===== config.mk =====
export PLATFORM = sky130hd
export DESIGN_NAME = reset_state_brownout
export DESIGN_NICKNAME = d
export VERILOG_FILES = /design/src/design/reset_pkg.sv /design/src/design/level_sync.sv /design/src/design/reset_state_brownout.sv
export SDC_FILE = /design/constraint.sdc
export NUM_CORES = 1
export LEC_CHECK = 0
export BUFFER_PORTS_ARGS = -buffer_cell sky130_fd_sc_hd__buf_2
export CORE_MARGIN = 8
export CORE_UTILIZATION = 47
export DETAILED_ROUTE_END_ITERATION = 7
export PLACE_DENSITY = 0.76
export SETUP_SLACK_MARGIN = 0.2
export SLEW_MARGIN = 25
export SYNTH_ARGS = -nofsm -noshare
export SYNTH_HDL_FRONTEND = slang
export SYNTH_SLANG_ARGS = --single-unit

===== constraint.sdc =====
create_clock -name clk_i -period 1.3 [get_ports clk_i]
set_input_delay 0.195 -clock clk_i [delete_from_list [all_inputs] [get_ports clk_i]]
set_output_delay 0.195 -clock clk_i [all_outputs]
set_load 0.05 [all_outputs]

===== src/design/reset_pkg.sv =====
// Constants, types and reset values for the reset state and supply supervisor.
package reset_pkg;

  localparam int          PC_W           = 14;
  localparam logic [13:0] PC_RST         = 14'h0000;
  localparam logic        FLAG_CLR       = 1'b0;
  localparam logic        WD_ALLOW_RST   = 1'b1;
  localparam logic [3:0]  IRQ_CTRL_RST   = 4'h0;
  localparam logic        PRESC_RST      = 1'b0;
  localparam logic [4:0]  TIMER_CTRL_RST = 5'h00;
  localparam logic [3:0]  DISP_TIMER_RST = 4'h0;
  localparam logic [3:0]  OSC_CTRL_RST   = 4'h8;
  localparam logic [3:0]  DISP_AB_RST    = 4'h0;
  localparam logic [3:0]  DISP_C_RST     = 4'hF;
  localparam logic [3:0]  PORT_CTRL_RST  = 4'h0;

  // Bit positions inside the write data for flag and watchdog writes.
  localparam int FLG_IRQ   = 0;
  localparam int FLG_EXT0  = 1;
  localparam int FLG_PD    = 2;
  localparam int FLG_HIREF = 3;
  localparam int WDG_ALLOW = 0;
  localparam int WDG_STA   = 1;
  localparam int WDG_STB   = 2;

  typedef enum logic [4:0] {
    SEL_IRQ_A  = 5'h00,
    SEL_IRQ_B  = 5'h01,
    SEL_FLAGS  = 5'h02,
    SEL_WDOG   = 5'h03,
    SEL_PRESC  = 5'h04,
    SEL_T1     = 5'h05,
    SEL_T2     = 5'h06,
    SEL_T3     = 5'h07,
    SEL_T4     = 5'h08,
    SEL_OSC    = 5'h09,
    SEL_DISP_A = 5'h0A,
    SEL_DISP_B = 5'h0B,
    SEL_DISP_C = 5'h0C,
    SEL_KEY    = 5'h0D,
    SEL_PU     = 5'h0E,
    SEL_FR     = 5'h0F
  } reg_sel_t;

  typedef enum logic [2:0] {
    ST_RUN  = 3'b001,
    ST_HOLD = 3'b010,
    ST_OSC  = 3'b100
  } bo_state_t;

  typedef struct packed {
    logic       en;
    reg_sel_t   sel;
    logic [1:0] idx;
    logic [4:0] data;
  } wr_req_t;

  typedef struct packed {
    logic en_pin;
    logic skip;
    logic rst;
    logic release_ok;
  } supply_cmp_t;

  typedef struct packed {
    logic [13:0]     pc;
    logic            global_irq_allow;
    logic            pd_flag;
    logic            ext_zero_irq_request;
    logic [3:0]      irq_source_ctrl_a;
    logic [3:0]      irq_source_ctrl_b;
    logic            watchdog_allow;
    logic            watchdog_status_a;
    logic            watchdog_status_b;
    logic            prescaler_ctrl;
    logic [4:0]      timer_one_ctrl;
    logic [4:0]      timer_two_ctrl;
    logic [4:0]      timer_three_ctrl;
    logic [3:0]      display_timer_ctrl;
    logic [3:0]      oscillator_ctrl;
    logic [3:0]      display_ctrl_a;
    logic [3:0]      display_ctrl_b;
    logic [3:0]      display_ctrl_c;
    logic [3:0][3:0] key_wake_ctrl;
    logic [3:0][3:0] pullup_ctrl;
    logic [3:0][3:0] port_structure_ctrl;
    logic            high_bit_reference_allow;
  } core_regs_t;

  localparam core_regs_t CORE_RST = '{
    pc:                       PC_RST,
    global_irq_allow:         FLAG_CLR,
    pd_flag:                  FLAG_CLR,
    ext_zero_irq_request:     FLAG_CLR,
    irq_source_ctrl_a:        IRQ_CTRL_RST,
    irq_source_ctrl_b:        IRQ_CTRL_RST,
    watchdog_allow:           WD_ALLOW_RST,
    watchdog_status_a:        FLAG_CLR,
    watchdog_status_b:        FLAG_CLR,
    prescaler_ctrl:           PRESC_RST,
    timer_one_ctrl:           TIMER_CTRL_RST,
    timer_two_ctrl:           TIMER_CTRL_RST,
    timer_three_ctrl:         TIMER_CTRL_RST,
    display_timer_ctrl:       DISP_TIMER_RST,
    oscillator_ctrl:          OSC_CTRL_RST,
    display_ctrl_a:           DISP_AB_RST,
    display_ctrl_b:           DISP_AB_RST,
    display_ctrl_c:           DISP_C_RST,
    key_wake_ctrl:            {4{PORT_CTRL_RST}},
    pullup_ctrl:              {4{PORT_CTRL_RST}},
    port_structure_ctrl:      {4{PORT_CTRL_RST}},
    high_bit_reference_allow: FLAG_CLR
  };

endpackage


===== src/design/level_sync.sv =====
// Two-flop synchroniser for a group of asynchronous level inputs.
`timescale 1ns/100ps
module level_sync #(
  parameter int N = 4
) (
  input  wire logic         clk_i,
  input  wire logic         sys_rst_i,
  input  wire logic [N-1:0] d_i,
  output logic      [N-1:0] q_o
);

  logic [N-1:0] meta_q;
  logic [N-1:0] sync_q;

  for (genvar i = 0; i < N; i++) begin : g_bit
    always_ff @(posedge clk_i) begin
      if (sys_rst_i) begin
        meta_q[i] <= 1'b0;
        sync_q[i] <= 1'b0;
      end else begin
        meta_q[i] <= d_i[i];
        sync_q[i] <= meta_q[i];
      end
    end
  end

  assign q_o = sync_q;

endmodule


===== src/design/reset_state_brownout.sv =====
// Reset state of the core control registers and the supply-drop supervisor.
`timescale 1ns/100ps
module reset_state_brownout
  import reset_pkg::*;
(
  input  wire logic        clk_i,
  input  wire supply_cmp_t supply_i,
  input  wire logic        sys_rst_i,
  input  wire logic        power_down_i,
  input  wire logic        hold_instr_i,
  input  wire logic        skip_test_i,
  input  wire logic        ext0_event_i,
  input  wire wr_req_t     wr_i,
  input  wire logic        pc_load_i,
  input  wire logic [13:0] pc_value_i,
  output core_regs_t       core_o,
  output logic             supervisor_active_o,
  output logic             low_voltage_flag_o,
  output logic             skip_next_o,
  output logic             supervisor_reset_o,
  output logic             osc_enable_o
);

  typedef struct packed {
    core_regs_t core;
    logic       hold;
    logic       lv_flag;
    logic       sv_active;
    logic       skip_next;
    logic       bo_rst;
    logic       osc_en;
    bo_state_t  st;
    logic       pd_prev;
  } state_t;

  state_t      q;
  state_t      d;
  supply_cmp_t sup_s;
  logic        sys_reset;

  // Comparator outputs and the enable pin come from the analog side.
  level_sync #(
    .N(4)
  ) u_sync (
    .clk_i     (clk_i),
    .sys_rst_i (sys_rst_i),
    .d_i       (supply_i),
    .q_o       (sup_s)
  );

  // The block's own brown-out reset resets the core just like the pin does.
  assign sys_reset = sys_rst_i | q.bo_rst;

  always_comb begin
    d           = q;
    d.skip_next = 1'b0;
    d.pd_prev   = power_down_i;

    if (wr_i.en) begin
      case (wr_i.sel)
        SEL_IRQ_A: begin
          d.core.irq_source_ctrl_a = wr_i.data[3:0];
        end
        SEL_IRQ_B: begin
          d.core.irq_source_ctrl_b = wr_i.data[3:0];
        end
        SEL_FLAGS: begin
          d.core.global_irq_allow         = wr_i.data[FLG_IRQ];
          d.core.ext_zero_irq_request     = wr_i.data[FLG_EXT0];
          d.core.pd_flag                  = wr_i.data[FLG_PD];
          d.core.high_bit_reference_allow = wr_i.data[FLG_HIREF];
        end
        SEL_WDOG: begin
          d.core.watchdog_allow    = wr_i.data[WDG_ALLOW];
          d.core.watchdog_status_a = wr_i.data[WDG_STA];
          d.core.watchdog_status_b = wr_i.data[WDG_STB];
        end
        SEL_PRESC: begin
          d.core.prescaler_ctrl = wr_i.data[0];
        end
        SEL_T1: begin
          d.core.timer_one_ctrl = wr_i.data;
        end
        SEL_T2: begin
          d.core.timer_two_ctrl = wr_i.data;
        end
        SEL_T3: begin
          d.core.timer_three_ctrl = wr_i.data;
        end
        SEL_T4: begin
          d.core.display_timer_ctrl = wr_i.data[3:0];
        end
        SEL_OSC: begin
          d.core.oscillator_ctrl = wr_i.data[3:0];
        end
        SEL_DISP_A: begin
          d.core.display_ctrl_a = wr_i.data[3:0];
        end
        SEL_DISP_B: begin
          d.core.display_ctrl_b = wr_i.data[3:0];
        end
        SEL_DISP_C: begin
          d.core.display_ctrl_c = wr_i.data[3:0];
        end
        SEL_KEY: begin
          d.core.key_wake_ctrl[wr_i.idx] = wr_i.data[3:0];
        end
        SEL_PU: begin
          d.core.pullup_ctrl[wr_i.idx] = wr_i.data[3:0];
        end
        SEL_FR: begin
          d.core.port_structure_ctrl[wr_i.idx] = wr_i.data[3:0];
        end
        default: begin
        end
      endcase
    end

    if (pc_load_i) begin
      d.core.pc = pc_value_i;
    end

    // Hardware events are applied after writes so that a set wins a clear.
    if (ext0_event_i) begin
      d.core.ext_zero_irq_request = 1'b1;
    end
    if (q.pd_prev & ~power_down_i) begin
      d.core.pd_flag = 1'b1;
    end

    if (hold_instr_i) begin
      d.hold = 1'b1;
    end

    d.sv_active = sup_s.en_pin & (~power_down_i | q.hold);
    // Without the hold the supervisor is off in power down.
    // With the hold it keeps watching through power down.
    d.lv_flag = d.sv_active & sup_s.skip;

    if (skip_test_i) begin
      d.skip_next = q.lv_flag;
    end

    case (q.st)
      ST_RUN: begin
        if (d.sv_active & sup_s.rst) begin
          d.st     = ST_HOLD;
          d.bo_rst = 1'b1;
          d.osc_en = 1'b0;
        end
      end
      ST_HOLD: begin
        d.bo_rst = 1'b1;
        if (~d.sv_active | (sup_s.release_ok & ~sup_s.rst)) begin
          d.st     = ST_OSC;
          d.osc_en = 1'b1;
        end
      end
      ST_OSC: begin
        if (d.sv_active & sup_s.rst) begin
          d.st     = ST_HOLD;
          d.osc_en = 1'b0;
        end else begin
          d.st     = ST_RUN;
          d.bo_rst = 1'b0;
        end
      end
      default: begin
        d.st     = ST_HOLD;
        d.bo_rst = 1'b1;
        d.osc_en = 1'b0;
      end
    endcase

    if (sys_reset) begin
      d.core      = CORE_RST;
      d.hold      = 1'b0;
      d.skip_next = 1'b0;
    end

    if (sys_rst_i) begin
      d.st        = ST_RUN;
      d.bo_rst    = 1'b0;
      d.osc_en    = 1'b1;
      d.lv_flag   = 1'b0;
      d.sv_active = 1'b0;
      d.pd_prev   = 1'b0;
    end
  end

  always_ff @(posedge clk_i) begin
    q <= d;
  end

  assign core_o              = q.core;
  assign supervisor_active_o = q.sv_active;
  assign low_voltage_flag_o  = q.lv_flag;
  assign skip_next_o         = q.skip_next;
  assign supervisor_reset_o  = q.bo_rst;
  assign osc_enable_o        = q.osc_en;
endmodule


# --- Yosys cells after proc, flatten, opt, wreduce, memory -nomap -nowiden ---
# Index checks and enable logic that the tools add are counted.
word_totals:
  register_bits: 131
  input_bits: 38
  out_inout_bits: 118
  elab_cells: 142
classes:
  n_lt_le_gt_ge: 2
  eq_ne: 22
  mux: 31
  bitwise: 12
  n_reduce_logical: 28
op_table:
  columns: ["op", "n"]
  rows:
  - ["98-bit two-way mux", 1]
  - ["16-bit bitwise mux", 3]
  - ["16-bit two-way mux", 3]
  - ["5-bit by 4-bit equality test with 1-bit output (second input constant)", 8]
  - ["2-bit AND reduction", 20]
  - ["4-bit two-way mux", 9]
  - ["5-bit by 3-bit equality test with 1-bit output (second input constant)", 4]
  - ["5-bit two-way mux", 4]
  - ["5-bit case mux with 3 select lines", 1]
  - ["5-bit by 2-bit equality test with 1-bit output (second input constant)", 2]
  - ["4-bit demux with 2-bit select", 1]
  - ["2-bit != test (second input constant)", 4]
  - ["2-bit nonzero test", 4]
  - ["1-bit two-way mux", 6]
  - ["1-bit AND", 5]
  - ["5-bit by 1-bit equality test with 1-bit output (second input constant)", 1]
  - ["5-bit logical NOT", 1]
  - ["2-bit two-way mux", 2]
  - ["1-bit NOT", 4]
  - ["3-bit by 1-bit equality test with 1-bit output (second input constant)", 1]
  - ["3-bit by 2-bit equality test with 1-bit output (second input constant)", 1]
  - ["3-bit equality test (second input constant)", 1]
  - ["2-bit by 3-bit less-than comparator with 1-bit output (second input constant)", 1]
  - ["3-bit two-way mux", 1]
  - ["5 further kinds", 7]

# --- Logic depth before layout (Yosys ltp) ---
depth:
  ltp_word: 8
  ltp_mapped: 6
  ltp_nobuf: 4

# --- Modules after synthesis ---
# From an unflattened synthesis, not the netlist that was laid out.
unflattened:
  cells_unflattened: 618
  hier_area_um2: 5873.1
modules_own_cells:
  columns: ["mod", "instances", "cells_each", "area_per_inst_um2", "seq_area_each_um2"]
  rows:
  - ["reset_state_brownout", 1, 602, 5662.9, 2462.4]
  - ["level_sync", 1, 16, 210.2, 160.2]

# --- Worst setup path before layout ---
# No wires, ideal clock.
synth_path:
  path_kind: "flip-flop to flip-flop"
  start: "register q (netlist bit supervisor_reset_o)"
  end: "register (tool-made name)"
  setup_ps: 143
  arrival_ps: 1390
  t_required_ps: 1157
  slack_ps: -234
  stages_incl_launch_ff: 6
  path_buffers: 2
  period_less_slack_ps: 1534
  path_cell_list: "dfxtp_1 > nor2_1 > buf_2 > buf_2 > nand3_1 > o21ai_0"
synth_lines:
  columns: ["element", "line_no", "rtl"]
  rows:
  - ["start, declared", "reset_state_brownout.sv:36", "state_t q;"]
  - ["start signal, assigned", "reset_state_brownout.sv:192", "q <= d;"]

==> parameters.txt <==
Parameter                              Value

Timing
  Achievable frequency    about 860 MHz
  Final setup violation count    0
  Max-slew headroom    0.6305
  Crit share post-route    0.8991
  Worst-case clock skew    around 0.0054 ns
  Pin slew with the least headroom to its limit    0.5543 ns
  Hold violation count in the final report    0
  Final Hold Slack    between 0.01 and 0.015 ns
  Fin crit period    around 1.2 ns
  Setup slack of the critical path after layout    around 0.13 ns
  Fin. max-slew vios    0
  Setup repair after global routing missed its margin    true

Logic synthesis
  Synthesized instance count    approximately 660
  Area of the mapped netlist    ~5600 sq um
  Post-Syn Nets    701
  Cell types with the highest counts after synthesis    131 x sky130_fd_sc_hd__dfxtp_1, 113 x sky130_fd_sc_hd__buf_4, 87 x sky130_fd_sc_hd__nand2_1
  Synth Warn #    0
  Top cells by area, synth    sky130_fd_sc_hd__dfxtp_1 46%, sky130_fd_sc_hd__buf_4 15%, sky130_fd_sc_hd__nand3_1 7.6%, sky130_fd_sc_hd__mux2i_1 5.9%, sky130_fd_sc_hd__nand2_1 5.8%
  Portion of synthesized cell area occupied by the leading cell type    0.4645
  Cell with the most instances after synthesis    sky130_fd_sc_hd__dfxtp_1
  Share of flip-flops with an asynchronous set or reset after synthesis    0
  Synth area leader    sky130_fd_sc_hd__dfxtp_1
  Number of synthesized flops with an enable pin    0
  Unique masters post-synth    31
  Post-synthesis average cell area    approximately 8.5 sq um
  Register bit total from synthesis    approximately 130
  Proportion of synthesized chip area in sequential cells    0.4645
  Primary FF master, synth    sky130_fd_sc_hd__dfxtp_1

Placed design
  Placed insts    between 800 and 900
  Setup WS pre-CTS    -0.2579 ns
  Estimated wirelength of the detail-placed design    slightly above 10000 um
  Number of buffers added on ports    155
  Gp weighted congestion    ~0.81

Worst setup path
  Worst r2r path cells    5
  Data required time at the worst endpoint    about 1.6 ns
  Critical setup path kind    register to register
  Arrival time of the worst setup path    1.50 ns
  Startpoint Class    register
  Worst setup slack for register-to-register paths    about 0.13 ns
  Crit path from    supervisor_reset_o
  Reg2Reg Launch Point    supervisor_reset_o
  Kind of end point of the critical path    register
  Crit path max fanout    11

Floorplan
  Die Ht    125.6 um
  # rows    40
  Placeable core area    approximately 12000 sq um
  Starting Density    0.4759
  # IOs    around 160
  Chip Width    around 130 um
  Total die area    15770 sq um

Drt
  Wire length after detailed routing    ~19000 um
  Routed via count    ~5200
  First-pass detailed-route iteration total    5
  Wire per inst    approximately 20 um
  Post-DR vias/cell    5.449
  Number of nets still failing antenna checks after routing    0
  Violation count after the first detailed-route iteration    roughly 420
  DRC errors left    0

Final layout
  Footprint of the multi-input gates    2155 sq um
  Count of nets after finishing    approximately 830
  Layout cells sized above 1    0.5443
  Number of diodes    0
  Fill count    between 700 and 800
  Register cell area after layout    around 2800 sq um
  Synthesis-to-finish area growth    53.57%
  Final cell count without fillers    around 950

Clock tree
  Buffers from clock root to sink, at most    2
  H-tree level count    4
  Inserted Clock Buffers    17
  Clk_lat worst skew    0.42 ns
  Count of clock tree sinks    131
  Clock Root Buffer    sky130_fd_sc_hd__clkbuf_16
  Clock slew seen by the registers of the worst setup and hold paths    0.05 ns
  TritonCTS clock tree    yes

Power
  Leakage power summed over all cells    3.641 nW
  Total power of the final layout    around 0.011 W
  Fraction of power consumed by sequential logic    0.395
  Internal power contribution    roughly 0.0081 W
  Logic gate share of total power    0.149
  Switching power share of the total    0.2475
  Power Density    1238 nW/um^2
  IR drop worst, VDD    just over 1 mV
  Power share of the clock group    0.456
  Switching power    about 0.0027 W

Global routing
  Global route overflow    0
  Pin count of the biggest net entering global routing    31
  First-pass GRT wire length    around 28000 um
  Via count of the first global-routing pass    a little over 5000
  Number of antenna violations at the first check in global routing    0
  All-Layer GR Usage    0.2238

Min path
  Worst hold start    skip_test_i
  Worst hold path stage count    2
  Hold/Removal Path Class    input pin to register

Run status
  Run status    finished, final reports clean

Flow run
  Number of max-capacitance violations reported    0
## cells by family after synthesis
family	after synthesis	share of synthesized area
simple gates	262	0.2223
buf+inv	154	0.1789
flops	131	0.4645
compound gates	83	0.07580
mux	33	0.05851
## layer usage
layer  track usage  vias to the layer above  part of all wire
met5             0                        -                 0
met1        0.2190                     2464              0.35
met4        0.1024                        0             0.037
li1              -                     2365                 -
met3       0.08967                       61             0.085
met2        0.4056                      276              0.53
## critical path, cell delays in order (launching register included)
cell                      delay [ns]
sky130_fd_sc_hd__dfxtp_4        0.36
sky130_fd_sc_hd__nor2_4         0.18
sky130_fd_sc_hd__buf_12         0.17
sky130_fd_sc_hd__buf_4          0.15
sky130_fd_sc_hd__nand2_1        0.07
sky130_fd_sc_hd__o21ai_2        0.15
## final cells by class
type | instances | area share
clock buffer | 26 | 0.05874
clock inverter | 4 | 0.01097
multi-input combinational | 378 | 0.2485
sequential | 131 | 0.3215
tap | 147 | 0.02122
timing repair buffer | 262 | 0.3390
## power groups by stage
stage | clock [W] | combinational, W | sequential (W)
3_5_place_dp | 0 | 0.00116 | 0.00427
2_1_floorplan | 0 | 0.000771 | 0.00432
4_1_cts | 0.00495 | 0.00150 | 0.00423
5_1_grt | 0.00517 | 0.00167 | 0.00425
3_3_place_gp | 0 | 0.00114 | 0.00427
6_report | 0.00489 | 0.00160 | 0.00424
## worst min path at each step
stage,endpoint,slack (ns)
floorplan,q[9],0.31
global placement,q[9],0.40
detailed placement,u_sync.meta_q[3],0.41
CTS,core_o[107],0.001
global route,skip_next_o,0.02
finish,skip_next_o,0.01
## layout by cell type (no fill, tap or decap), drive strengths merged, types with 7 or more instances in the layout
master    n
dfxtp   131
clkbuf   27
nor2b    13
buf     257
nand2    87
a21oi    29
nor2     40
nand2b    7
nor3     11
o21ai    49
nand3    86
mux2i    33
## timing repair
action / CTS / global route
endpoints found under the hold margin: 4 / 0
pin swaps: 3 / 6
hold buffers: 4 / 0
setup endpoints to repair: 141 / 178
buffers inserted: 24 / 31
resized for setup: 478 / 43
gates cloned: 3 / 1
## per-stage QoR
stage               cell area [sq um]  TNS [ns]    util
floorplan                        5719         0       -
global placement                 6057    -4.044  0.5107
detailed placement               6057    -6.205  0.5107
CTS                              8307         0  0.7003
global route                     8670         0  0.7309
finish                           8670         0  0.7309
(Power assumes the default switching activity.)
